--- config.mk ---
export PLATFORM = sky130hd
export DESIGN_NAME = port_pin_function_select
export DESIGN_NICKNAME = d
export VERILOG_FILES = /design/src/hdl/pin_mux_pkg.sv /design/src/hdl/mux_sync_if.sv /design/src/hdl/port_pin_function_select.sv /design/src/hdl/pin_level_sync.sv
export SDC_FILE = /design/constraint.sdc
export NUM_CORES = 1
export LEC_CHECK = 0
export BUFFER_PORTS_ARGS = -buffer_cell sky130_fd_sc_hd__buf_2
export CAP_MARGIN = 20
export CORE_MARGIN = 1.5
export CORE_UTILIZATION = 30
export CTS_BUF_LIST = sky130_fd_sc_hd__clkbuf_16
export CTS_CLUSTER_SIZE = 8
export DETAILED_ROUTE_END_ITERATION = 8
export PLACE_DENSITY = 0.57
export SLEW_MARGIN = 20
export SYNTH_ARGS = -nofsm -noshare
export SYNTH_HDL_FRONTEND = slang
export SYNTH_SLANG_ARGS = --single-unit
--- constraint.sdc ---
create_clock -name clk_i -period 2.7 [get_ports clk_i]
set_clock_uncertainty 0.1 [all_clocks]
set_input_delay 0.135 -clock clk_i [delete_from_list [all_inputs] [get_ports clk_i]]
set_output_delay 0.135 -clock clk_i [all_outputs]
set_load 0.03 [all_outputs]
--- src/hdl/pin_mux_pkg.sv ---
// constants, register map and state codes of the pin function selector
package pin_mux_pkg;
    // pin vector layout: port c, port d, port e, then port b pins 0 and 1
    localparam int NPIN = 50;
    localparam int PC_BASE = 0;
    localparam int PD_BASE = 16;
    localparam int PE_BASE = 32;
    localparam int PB0_PIN = 48;
    localparam int PB1_PIN = 49;
    localparam int NREG = 8;
    localparam int RW = 16;
    // register indexes; byte address is four times the index
    localparam logic [31:0] IDX_PC_DIR = 32'hffff8396;
    localparam logic [31:0] IDX_PC_FUNC = 32'hffff839c;
    localparam logic [31:0] IDX_PD_DIR = 32'hffff83a6;
    localparam logic [31:0] IDX_PD_FUNC = 32'hffff83ac;
    localparam logic [31:0] IDX_PE_DIR = 32'hffff83b4;
    localparam logic [31:0] IDX_PE_FUNC1 = 32'hffff83b8;
    localparam logic [31:0] IDX_PE_FUNC2 = 32'hffff83ba;
    localparam logic [31:0] IDX_PB_FUNC = 32'hffff839a;
    localparam logic [31:0] IDX_MODE_STAT = 32'hffff83be;
    // array slots of the register file
    localparam int R_PC_DIR = 0;
    localparam int R_PC_FUNC = 1;
    localparam int R_PD_DIR = 2;
    localparam int R_PD_FUNC = 3;
    localparam int R_PE_DIR = 4;
    localparam int R_PE_FUNC1 = 5;
    localparam int R_PE_FUNC2 = 6;
    localparam int R_PB_FUNC = 7;
    localparam logic [31:0] REG_INDEX [NREG] = '{IDX_PC_DIR, IDX_PC_FUNC,
        IDX_PD_DIR, IDX_PD_FUNC, IDX_PE_DIR, IDX_PE_FUNC1, IDX_PE_FUNC2,
        IDX_PB_FUNC};
    localparam logic [RW-1:0] REG_WMASK [NREG] = '{16'hffff, 16'hffff,
        16'hffff, 16'hffff, 16'hffff, 16'hf000, 16'h55ff, 16'h0005};
    localparam logic [RW-1:0] REG_RESET = 16'h0000;
    // field positions
    localparam int PB0_BIT = 0;
    localparam int PB1_BIT = 2;
    localparam int PE15_LSB = 14;
    localparam int PE14_LSB = 12;
    localparam int PE7_BIT = 14;
    localparam int PE3_LSB = 6;
    // field codes
    localparam logic [1:0] CODE_DMA_ACK = 2'h2;
    localparam logic [1:0] CODE_ADDR_HOLD = 2'h3;
    localparam logic [1:0] CODE_TIMER_D = 2'h1;
    localparam logic [1:0] CODE_REQ_ACK = 2'h2;
    // bus slave states
    typedef enum logic [1:0] {
        BUS_IDLE = 2'h1,
        BUS_ACK = 2'h2
    } bus_state_e;
endpackage : pin_mux_pkg

--- src/hdl/mux_sync_if.sv ---
// raw and synchronised pin and mode levels between the selector and syncer
`timescale 1ns/10ps
`default_nettype none
interface mux_sync_if #(parameter int W = 52);
    logic [W-1:0] raw;
    logic [W-1:0] synced;
    modport sync (input raw, output synced);
    modport core (output raw, input synced);
endinterface : mux_sync_if
`default_nettype wire

--- src/hdl/port_pin_function_select.sv ---
// pin function selector for ports b, c, d and e with wishbone registers
//
// What this block does
// RULE1: port b pin 1 mode bit at 1 drives address line 17, at 0 keeps gpio.
// RULE2: port b pin 0 mode bit resets to 0 for gpio, at 1 drives address 16.
// RULE3: port c direction is 16 read/write bits, all zero after reset.
// RULE4: port c function bit n at 1 makes pin n address output n.
// RULE5: rom-off mode forces address pins on c, b0, b1; single chip keeps gpio.
// RULE6: port d direction is 16 read/write bits, all zero after reset.
// RULE7: port d function bit n at 1 makes pin n bidirectional data line n.
// RULE8: rom-off mode forces port d data lines; single chip keeps gpio.
// RULE9: port e direction is 16 read/write bits, all zero after reset.
// RULE10: port e pin 15 field 10 gives dma 1 acknowledge, 00 gpio, else none.
// RULE11: port e pin 14 field 10 gives dma 0 ack, 11 address hold, 00 gpio.
// RULE12: single chip mode keeps port e pins 14 and 15 as gpio.
// RULE13: bits 14, 12, 10, 8 put e pins 7..4 on timer capture/compare pins.
// RULE14: e pin 3 field 01 gives timer 0 d, 10 dma 1 request ack if not single.
// RULE15: every register accepts 8, 16 and 32 bit accesses.
// RULE16: direction 1 drives a gpio pin out, 0 leaves it input.
// RULE17: reserved port e function bits read 0 and ignore writes.
`timescale 1ns/10ps
`default_nettype none
module port_pin_function_select (
    // clock and reset
    input wire logic clk_i,
    input wire logic rst_i,
    // wishbone slave
    input wire logic wb_cyc_i,
    input wire logic wb_stb_i,
    input wire logic wb_we_i,
    input wire logic [31:0] wb_adr_i,
    input wire logic [3:0] wb_sel_i,
    input wire logic [31:0] wb_dat_i,
    output logic [31:0] wb_dat_o,
    output logic wb_ack_o,
    // operating mode pins
    input wire logic rom_off_i,
    input wire logic single_chip_i,
    // pads
    input wire logic [pin_mux_pkg::NPIN-1:0] pin_i,
    output logic [pin_mux_pkg::NPIN-1:0] pin_o,
    output logic [pin_mux_pkg::NPIN-1:0] pin_oe_o,
    output logic [pin_mux_pkg::NPIN-1:0] pin_in_o,
    // gpio data from the port data registers
    input wire logic [pin_mux_pkg::NPIN-1:0] gpio_out_i,
    // external bus
    input wire logic [17:0] ext_addr_i,
    input wire logic [15:0] ext_data_i,
    input wire logic ext_data_oe_i,
    // dma and bus strobes
    input wire logic dma0_acknowledge_i,
    input wire logic dma1_acknowledge_i,
    input wire logic address_hold_strobe_i,
    input wire logic dma1_request_ack_i,
    // timer capture/compare, index 4..1 for e7..e4, 0 for e3
    input wire logic [4:0] capcmp_out_i,
    input wire logic [4:0] capcmp_oe_i
);
    import pin_mux_pkg::*;

    localparam int SW = NPIN + 2;

    mux_sync_if #(.W(SW)) lvl ();
    bus_state_e bus_st_ff;
    logic [RW-1:0] regs_ff [NREG];
    logic [31:0] dat_ff;
    logic [NREG-1:0] hit;
    logic stat_hit;
    logic [31:0] rd_val;
    logic wr_en;
    logic rom_s;
    logic single_s;
    logic rom_ext;
    logic [NPIN-1:0] ded_sel;
    logic [NPIN-1:0] ded_out;
    logic [NPIN-1:0] ded_oe;
    logic [NPIN-1:0] dir_all;
    logic [31:0] cd_sel;
    logic [31:0] cd_out;
    logic [31:0] cd_oe;
    logic [1:0] pe15_code;
    logic [1:0] pe14_code;
    logic [1:0] pe3_code;

    // pads and mode straps are asynchronous, so they pass two flops
    assign lvl.raw = {single_chip_i, rom_off_i, pin_i};

    pin_level_sync #(.W(SW)) u_sync (
        .clk_i(clk_i),
        .rst_i(rst_i),
        .lvl(lvl.sync)
    );

    assign pin_in_o = lvl.synced[NPIN-1:0];
    assign rom_s = lvl.synced[NPIN];
    assign single_s = lvl.synced[NPIN+1];
    // single chip wins if both straps are set
    assign rom_ext = rom_s & ~single_s;

    // address decode against word indexes
    always_comb
    begin
        hit = '0;
        for (int k = 0; k < NREG; k++)
        begin
            hit[k] = wb_adr_i[31:2] == REG_INDEX[k][29:0];
        end
        stat_hit = wb_adr_i[31:2] == IDX_MODE_STAT[29:0];
    end

    // read mux; unmapped words read zero
    always_comb
    begin
        rd_val = 32'h0000_0000;
        for (int k = 0; k < NREG; k++)
        begin
            if (hit[k])
            begin
                rd_val = {16'h0000, regs_ff[k]};
            end
        end
        if (stat_hit)
        begin
            rd_val = {30'h0000_0000, single_s, rom_s};
        end
    end

    // one-hot bus sequencer: ack one cycle after the request, then drop
    always_ff @(posedge clk_i)
    begin
        if (rst_i)
        begin
            bus_st_ff <= BUS_IDLE;
        end
        else
        begin
            case (bus_st_ff)
                BUS_IDLE:
                begin
                    if (wb_cyc_i && wb_stb_i)
                    begin
                        bus_st_ff <= BUS_ACK;
                    end
                end
                BUS_ACK:
                begin
                    bus_st_ff <= BUS_IDLE;
                end
                default:
                begin
                    bus_st_ff <= BUS_IDLE;
                end
            endcase
        end
    end

    assign wb_ack_o = bus_st_ff[1];
    assign wr_en = wb_ack_o & wb_cyc_i & wb_stb_i & wb_we_i;

    // read data captured while idle, presented with ack
    always_ff @(posedge clk_i)
    begin
        if (rst_i)
        begin
            dat_ff <= 32'h0000_0000;
        end
        else if (bus_st_ff == BUS_IDLE)
        begin
            dat_ff <= rd_val;
        end
    end

    assign wb_dat_o = dat_ff;

    // register file; byte lanes 0 and 1 carry the 16-bit register
    always_ff @(posedge clk_i)
    begin
        if (rst_i)
        begin
            for (int k = 0; k < NREG; k++)
            begin
                regs_ff[k] <= REG_RESET; // RULE3 RULE6 RULE9
            end
        end
        else if (wr_en)
        begin
            for (int k = 0; k < NREG; k++)
            begin
                if (hit[k])
                begin
                    // masked lanes keep old value; reserved bits stay 0
                    regs_ff[k] <= (regs_ff[k] & ~({{8{wb_sel_i[1]}},
                        {8{wb_sel_i[0]}}} & REG_WMASK[k])) |
                        (wb_dat_i[RW-1:0] & {{8{wb_sel_i[1]}},
                        {8{wb_sel_i[0]}}} & REG_WMASK[k]); // RULE15 RULE17
                end
            end
        end
    end

    // ports c and d: address and data lines, mode override per pin
    for (genvar g = 0; g < 16; g++)
    begin : g_cd
        assign cd_sel[g] = rom_ext |
            (regs_ff[R_PC_FUNC][g] & ~single_s); // RULE4 RULE5
        assign cd_out[g] = ext_addr_i[g];
        assign cd_oe[g] = 1'b1;
        assign cd_sel[16+g] = rom_ext |
            (regs_ff[R_PD_FUNC][g] & ~single_s); // RULE7 RULE8
        assign cd_out[16+g] = ext_data_i[g];
        assign cd_oe[16+g] = ext_data_oe_i;
    end

    assign pe15_code = regs_ff[R_PE_FUNC1][PE15_LSB+1:PE15_LSB];
    assign pe14_code = regs_ff[R_PE_FUNC1][PE14_LSB+1:PE14_LSB];
    assign pe3_code = regs_ff[R_PE_FUNC2][PE3_LSB+1:PE3_LSB];

    // dedicated function per pin; reserved codes fall back to gpio
    always_comb
    begin
        ded_sel = '0;
        ded_out = '0;
        ded_oe = '0;
        ded_sel[31:0] = cd_sel;
        ded_out[31:0] = cd_out;
        ded_oe[31:0] = cd_oe;
        // port b address lines 16 and 17
        ded_sel[PB0_PIN] = rom_ext |
            (regs_ff[R_PB_FUNC][PB0_BIT] & ~single_s); // RULE2 RULE5
        ded_out[PB0_PIN] = ext_addr_i[16];
        ded_oe[PB0_PIN] = 1'b1;
        ded_sel[PB1_PIN] = rom_ext |
            (regs_ff[R_PB_FUNC][PB1_BIT] & ~single_s); // RULE1 RULE5
        ded_out[PB1_PIN] = ext_addr_i[17];
        ded_oe[PB1_PIN] = 1'b1;
        // e15: dma 1 acknowledge, not in single chip
        if (pe15_code == CODE_DMA_ACK && !single_s) // RULE10 RULE12
        begin
            ded_sel[PE_BASE+15] = 1'b1;
            ded_out[PE_BASE+15] = dma1_acknowledge_i;
            ded_oe[PE_BASE+15] = 1'b1;
        end
        // e14: dma 0 acknowledge or address hold
        if (!single_s) // RULE12
        begin
            if (pe14_code == CODE_DMA_ACK) // RULE11
            begin
                ded_sel[PE_BASE+14] = 1'b1;
                ded_out[PE_BASE+14] = dma0_acknowledge_i;
                ded_oe[PE_BASE+14] = 1'b1;
            end
            else if (pe14_code == CODE_ADDR_HOLD) // RULE11
            begin
                ded_sel[PE_BASE+14] = 1'b1;
                ded_out[PE_BASE+14] = address_hold_strobe_i;
                ded_oe[PE_BASE+14] = 1'b1;
            end
        end
        // e7..e4: single bits at 14, 12, 10, 8
        for (int t = 0; t < 4; t++)
        begin
            if (regs_ff[R_PE_FUNC2][PE7_BIT-2*t]) // RULE13
            begin
                ded_sel[PE_BASE+7-t] = 1'b1;
                ded_out[PE_BASE+7-t] = capcmp_out_i[4-t];
                ded_oe[PE_BASE+7-t] = capcmp_oe_i[4-t];
            end
        end
        // e3: timer 0 d in every mode, request ack outside single chip
        if (pe3_code == CODE_TIMER_D) // RULE14
        begin
            ded_sel[PE_BASE+3] = 1'b1;
            ded_out[PE_BASE+3] = capcmp_out_i[0];
            ded_oe[PE_BASE+3] = capcmp_oe_i[0];
        end
        else if (pe3_code == CODE_REQ_ACK && !single_s) // RULE14
        begin
            ded_sel[PE_BASE+3] = 1'b1;
            ded_out[PE_BASE+3] = dma1_request_ack_i;
            ded_oe[PE_BASE+3] = 1'b1;
        end
    end

    // port b pins 0/1 have no direction register here: input only as gpio
    assign dir_all = {2'h0, regs_ff[R_PE_DIR], regs_ff[R_PD_DIR],
        regs_ff[R_PC_DIR]};

    // registered pad drivers, one cycle behind the selection
    for (genvar p = 0; p < NPIN; p++)
    begin : g_pad
        logic o_ff;
        logic oe_ff;
        always_ff @(posedge clk_i)
        begin
            if (rst_i)
            begin
                o_ff <= 1'b0;
                oe_ff <= 1'b0;
            end
            else
            begin
                o_ff <= ded_sel[p] ? ded_out[p] : gpio_out_i[p];
                oe_ff <= ded_sel[p] ? ded_oe[p] : dir_all[p]; // RULE16
            end
        end
        assign pin_o[p] = o_ff;
        assign pin_oe_o[p] = oe_ff;
    end
endmodule : port_pin_function_select
`default_nettype wire

--- src/hdl/pin_level_sync.sv ---
// two-stage synchroniser for asynchronous pin and mode levels
`timescale 1ns/10ps
`default_nettype none
module pin_level_sync #(
    parameter int W = 52
) (
    // clock and reset
    input wire logic clk_i,
    input wire logic rst_i,
    // levels in and out
    mux_sync_if.sync lvl
);
    logic [W-1:0] meta_ff;
    logic [W-1:0] sync_ff;

    // first stage feeds only the second stage
    always_ff @(posedge clk_i)
    begin
        if (rst_i)
        begin
            meta_ff <= '0;
            sync_ff <= '0;
        end
        else
        begin
            meta_ff <= lvl.raw;
            sync_ff <= meta_ff;
        end
    end

    assign lvl.synced = sync_ff;
endmodule : pin_level_sync
`default_nettype wire

Word level (Yosys, flattened, before mapping)
Memory sizes are Yosys's and may differ from the RTL's.
Cells that the tools add are included.
{"block": "word_totals", "mem_bits_ro": 0, "register_bits": 238, "mem_bits_rw": 128, "latch_bits": 0, "elab_cells": 386, "memories": 1}
{"name": "regs_ff", "words": 8, "word_bits": 16, "rd": 8, "rd_ports_with_merged_regs": 0, "wr": 8, "line": "port_pin_function_select.sv:65", "text": "logic [RW-1:0] regs_ff [NREG];"}
{"block": "classes", "shift": 0, "mux": 158, "eq_ne": 15, "bitwise": 103, "n_lt_le_gt_ge": 0, "n_reduce_logical": 5, "div": 0, "n_mul": 0, "n_addsub": 0}
{"operator": "$mux W16", "n": 17}
{"operator": "$eq A30 B30 Y1 const B", "n": 9}
{"operator": "$and A16 B16 Y16", "n": 9}
{"operator": "$mux W1", "n": 141}
{"operator": "$or A16 B16 Y16", "n": 6}
{"operator": "$or A1 B1 Y1", "n": 42}
{"operator": "$and A1 B1 Y1", "n": 38}
{"operator": "$not A16 Y16", "n": 2}
{"operator": "$not A15 Y16", "n": 1}
{"operator": "$not A3 Y16", "n": 1}
{"operator": "$or A16 B15 Y16", "n": 1}
{"operator": "$or A16 B3 Y16", "n": 1}
{"operator": "$eq A2 B2 Y1 const B", "n": 4}
{"operator": "$eq A2 B1 Y1 const B", "n": 2}
{"operator": "$logic_and A1 B1 Y1", "n": 3}
{"operator": "$not A1 Y1", "n": 2}
{"operator": "$reduce_or A2 Y1", "n": 1}
{"operator": "$logic_not A1 Y1", "n": 1}

Logic depth before layout (Yosys ltp)
{"block": "logic_depth", "word_depth": 10, "ltp_mapped": 8}

Modules after synthesis
From an unflattened synthesis, not the netlist that was laid out.
{"block": "hier_totals", "hier_cells": 1290, "area_unflattened_um2": 13197.7}
{"module": "port_pin_function_select", "cells_per_inst": 1071, "area_each_um2": 10392.5, "seq_area_each_um2": 5305.1, "n_inst": 1}
{"module": "pin_level_sync", "cells_per_inst": 219, "area_each_um2": 2805.2, "seq_area_each_um2": 2082.0, "n_inst": 1}

Least setup slack after synthesis
No wires, ideal clock.
{"block": "synth_timing", "path_type": "in2reg", "startpoint": "input wb_adr_i[15]", "endpoint": "memory regs_ff[3][0] (netlist: regs_ff[1][16]), enable pin", "n_path_buf": 1, "path_slack_ns": -0.115, "setup_time_ns": 0.392, "required_time_ns": 2.208, "cell_stages": 5, "arrival_ns": 2.322, "path_cell_list": "or4b_4 > nor4_2 > nand3_1 > clkbuf_1 > o21bai_1"}
{"element": "start, declared", "line": "port_pin_function_select.sv:31", "text": "input wire logic [31:0] wb_adr_i,"}
{"element": "end, declared", "line": "port_pin_function_select.sv:65"}

Final worst setup path
{"block": "layout_timing", "startpoint": "register u_sync.sync_ff[51] (netlist: u_sync.lvl.synced[51])", "endpoint": "register g_pad[21].o_ff"}
{"block": "layout_between", "elab_chain_cells": 4, "word_cells_on_any_way": 5, "classes_between": "mux (1); bitwise (4)"}
{"element": "start, declared", "line": "pin_level_sync.sv:14", "text": "logic [W-1:0] sync_ff;"}
{"element": "start signal, assigned", "line": "pin_level_sync.sv:27", "text": "sync_ff <= meta_ff;"}
{"element": "$not A1 Y1 (*)", "line": "port_pin_function_select.sv:98, port_pin_function_select.sv:209"}
{"element": "$and A1 B1 Y1 (on tied branches)", "line": "port_pin_function_select.sv:98, port_pin_function_select.sv:209"}
{"element": "$or A1 B1 Y1 (*)", "line": "port_pin_function_select.sv:208", "text": "assign cd_sel[16+g] = rom_ext |"}
{"element": "$mux W1 (*)", "line": "port_pin_function_select.sv:302", "text": "o_ff <= ded_sel[p] ? ded_out[p] : gpio_out_i[p];"}
{"element": "end signal, assigned", "line": "port_pin_function_select.sv:302"}
{"element": "end, declared", "line": "port_pin_function_select.sv:291", "text": "logic o_ff;"}
Every way passes the cells marked *; elsewhere a longest branch is shown, timed or not.
A chain may end at the register's enable or synchronous reset.

==> implementation parameters <==
Parameter                              Value

Power
  Max VDD drop    0.000430 V
  Net switching power figure    2.95 mW
  Clock power share    43.7%
  Combinational share of power    11.3%
  P_int    8.82 mW
  Sequential share of power    45.0%
  Lkg Pwr    7.84 nW
  Power Density    655 nW/um^2
  Proportion of total power due to net switching    25.1%

Synth
  Predominant post-synthesis flop cell    sky130_fd_sc_hd__dfxtp_1
  Post-synth EDFFs    98
  Library cell occupying the most area in the post-synthesis netlist    sky130_fd_sc_hd__dfxtp_1
  Post-synthesis average cell area    10.1 um^2
  Top cells by area, synth    sky130_fd_sc_hd__dfxtp_1 (33%), sky130_fd_sc_hd__edfxtp_1 (22%), sky130_fd_sc_hd__buf_4 (9.2%), sky130_fd_sc_hd__nor2b_1 (6.1%), sky130_fd_sc_hd__nand2b_1 (4.3%)
  Synth Cell Area    13600 um^2
  Number of warnings printed during yosys synthesis    0
  Flops & latches, synth    320
  Fraction of post-synthesis cell area in the top cell type by area    32.8%
  Netlist cell types    60
  Post-synthesis async set-or-reset flop share    0%
  Sequential fraction of the synthesis area    54.4%
  Number of instances in the synthesized netlist    1342

GRT
  Antenna violations before repair    1
  Fraction of met2 tracks used by global routing    30.8%
  GR Overflow Total    0
  Via count of the first global-routing pass    10800
  Grt met1 use    23.0%
  Total global routing track utilization    18.6%
  Maximum number of pins on one net before global-route repair    178
  Global-route wire length before repair    65700 um
  Met3 Usage GRT    4.61%
  Global route hottest layer    met2

Clocking
  Total CTS buffers    46
  Clock-pin slew on the worst setup and hold paths    50 ps
  H-tree levels    2
  Post-cts sizing count    0
  Root buffer selected by CTS    sky130_fd_sc_hd__clkbuf_16
  Clk Latency, worst-skew pair    570 ps
  Maximum buffer depth of the clock tree    3
  TritonCTS clock tree    yes
  Total clock sinks    320

Setup path
  Critical path fanouts, max    58
  Launching element type of the critical path    flop
  Arrival time worst endpoint    2580 ps
  Stage delay of the slowest cell on the critical path    600 ps
  Cells traversed along the worst timing path    buf_4 -> o21bai_1 -> mux2i_1 -> dlygate4sd3_1 -> nor2_1
  Req. time, crit path    3030 ps
  Setup slack on the worst flop-to-flop path    450 ps
  Critical path capture point type    flop
  Type of the setup path with the least slack    flop to flop
  Standard cell with the maximum stage delay on the critical path    sky130_fd_sc_hd__dlygate4sd3_1
  Top Family by Delay on Critical Path    buffers and inverters
  Crit path buf inv count    2

Finish
  Layout cell share with drive strength beyond 1    27.0%
  Cell Count, Final, Fillers Out    2352
  Area growth from synthesis to layout    32.4%
  Number of nets in the final layout    1961

Floorplan
  Initial core utilization    30.5%
  I/O pins    407
  Die extent in y    216 um
  Area inside the core boundary    44400 um^2
  Horizontal die dimension    216 um
  Number of rows in the core area    77
  Total die area    46500 um^2

Routing
  Routed vias/inst    4.59
  DRT iter0 DRCs    597
  Vias    10800
  DRC viols    0
  Number of nets with antenna violations after detailed routing    0
  Final routed wire length divided by cell count    18.8 um
  Drt total wl    44100 um
  Number of detailed-routing iterations run before antenna repair    5

Placement
  Count of input and output buffers    370
  Post-placement setup slack    81.6 ps
  Final weighted congestion of routability-driven global placement    0.867
  Placed instance count    2127
  Detailed Place HPWL    30900 um

Timing
  Setup repair after global routing missed its margin    no
  Crit share post-route    83.4%
  Achievable Freq    444 MHz
  Slew Limit Headroom    47.6%
  Worst setup slack after layout    449 ps
  Number of endpoints with negative hold slack in the final report    0
  Final Max Tran Viols    0
  Setup TNS    0 ps
  Fin crit period    2250 ps
  Setup-violating endpoint count in the final report    0
  Worst Max-Slew Pin Slew    785 ps

Min path
  Worst Hold Class    input pin to flop

Flow run
  Total of max-cap violations    0

Run status
  Result of the run    finished, final reports clean
worst reg2reg max path, cell delays in order, from the launching register on:
cell and delay, ps:
sky130_fd_sc_hd__dfxtp_2 320, sky130_fd_sc_hd__buf_4 500, sky130_fd_sc_hd__o21bai_1 320, sky130_fd_sc_hd__mux2i_1 230, sky130_fd_sc_hd__dlygate4sd3_1 600, sky130_fd_sc_hd__nor2_1 60
final cells by class:
class | instances | area [um^2]
Antenna cell | 1 | 2.50
Multi-Input combinational cell | 789 | 4670
Clock buffer | 47 | 1180
Fill cell | 4335 | 26500
Inverter | 13 | 48.8
Timing Repair Buffer | 567 | 3840
Tap cell | 592 | 741
Clock inverter | 23 | 91.3
Sequential cell | 320 | 7390
metrics by stage:
stage                     hold slack (ps)  utilization, %  instance area [um^2]  power (mW)
after floorplan                       128               -                 13600        6.22
after global placement                244            34.1                 15100        6.51
after detailed placement              251            34.1                 15100        6.53
after CTS                            23.8            40.4                 18000        11.9
after global routing                 47.5            40.4                 18000        12.3
final                                66.4            40.4                 18000        11.8
repair_timing:
item	CTS	global route
setup buffers	0	0
hold buffers	154	0
setup endpoints to repair	0	0
hold endpoints to repair	138	0
cell usage after synthesis (14+ instances only):
| cell type | count |
|---|---|
| sky130_fd_sc_hd__a21oi_1 | 111 |
| sky130_fd_sc_hd__buf_4 | 166 |
| sky130_fd_sc_hd__clkbuf_1 | 57 |
| sky130_fd_sc_hd__dfxtp_1 | 222 |
| sky130_fd_sc_hd__edfxtp_1 | 98 |
| sky130_fd_sc_hd__mux2i_1 | 43 |
| sky130_fd_sc_hd__nand2_1 | 53 |
| sky130_fd_sc_hd__nand2b_1 | 93 |
| sky130_fd_sc_hd__nand3_1 | 14 |
| sky130_fd_sc_hd__nor2_1 | 133 |
| sky130_fd_sc_hd__nor2b_1 | 133 |
| sky130_fd_sc_hd__o21ai_0 | 41 |
| sky130_fd_sc_hd__o21bai_1 | 20 |
sequential cells by signal, indices dropped and copies added (netlist names):
register and flops:
bus_st_ff 2, u_sync.lvl.synced 52, g_pad.oe_ff 50, u_sync.meta_ff 52, regs_ff 98, g_pad.o_ff 50
wb_dat_o 16
path summary, 6_finish.rpt:
| path | startpoint | to | cells past startpoint |
|---|---|---|---|
| setup / recovery | u_sync.lvl.synced[51]$_SDFF_PP0_ | g_pad[21].o_ff$_SDFF_PP0_ | 5 |
| hold / removal | wb_dat_i[9] | regs_ff[1][9]$_SDFFCE_PN0P_ | 3 |
| setup reg to reg | u_sync.lvl.synced[51]$_SDFF_PP0_ | g_pad[21].o_ff$_SDFF_PP0_ | 5 |
| hold reg to reg | u_sync.meta_ff[19]$_SDFF_PP0_ | u_sync.lvl.synced[19]$_SDFF_PP0_ | 1 |
layer usage:
metal | vias to the layer above | wire length (um) | share of wire, %
met1 | 5090 | 18200 | 41
met4 | 0 | 1450 | 3.3
li1 | 5178 | - | -
met5 | - | 0 | 0
met2 | 450 | 20900 | 47
met3 | 76 | 3590 | 8.1
kinds of logic (layout without fill, tap and decap cells):
logic type             count (synthesis)  in the layout  synth area share (%)
AO/OA/AOI/OAI                        253            253                  11.6
other                                  1             17                0.0276
multiplexers                          43             43                  3.17
flip-flops                           320            320                  54.4
XOR/XNOR                               1              1                0.0646
buffers and inverters                248            650                  11.6
AND/OR/NAND/NOR                      476            476                  19.1
power by group through the flow:
stage / clock network [mW] / registers [mW] / logic, mW
after global routing: 5.50 / 5.31 / 1.43
after floorplan: 0 / 5.34 / 0.873
final: 5.14 / 5.30 / 1.33
after global placement: 0 / 5.39 / 1.12
after detailed placement: 0 / 5.39 / 1.13
after CTS: 5.31 / 5.30 / 1.33
cell usage in the layout, fill, tap and decap left out, types with 3 or more instances in the layout:
master,n
sky130_fd_sc_hd__and2_1,4
sky130_fd_sc_hd__a221o_1,10
sky130_fd_sc_hd__a21oi_1,111
sky130_fd_sc_hd__buf_12,9
sky130_fd_sc_hd__nor2b_1,133
sky130_fd_sc_hd__nand2_1,53
sky130_fd_sc_hd__o21bai_1,18
sky130_fd_sc_hd__nand3_1,14
sky130_fd_sc_hd__mux2i_1,43
sky130_fd_sc_hd__and3_1,9
sky130_fd_sc_hd__edfxtp_1,98
sky130_fd_sc_hd__o22a_1,10
sky130_fd_sc_hd__buf_4,34
sky130_fd_sc_hd__o21ai_1,9
sky130_fd_sc_hd__a21o_1,4
sky130_fd_sc_hd__clkbuf_16,47
sky130_fd_sc_hd__o21ai_0,41
sky130_fd_sc_hd__nand2b_1,93
sky130_fd_sc_hd__a22oi_1,9
sky130_fd_sc_hd__nor3_1,4
sky130_fd_sc_hd__a31o_1,9
sky130_fd_sc_hd__nor4_2,4
sky130_fd_sc_hd__nand4_1,5
sky130_fd_sc_hd__and4_1,5
sky130_fd_sc_hd__nand3b_1,3
sky130_fd_sc_hd__buf_2,369
sky130_fd_sc_hd__dlygate4sd3_1,154
sky130_fd_sc_hd__nor2_1,133
sky130_fd_sc_hd__conb_1,16
sky130_fd_sc_hd__a22o_1,4
sky130_fd_sc_hd__a32oi_1,6
sky130_fd_sc_hd__dfxtp_1,221
sky130_fd_sc_hd__inv_1,33
Power figures use the tool's default switching activity.
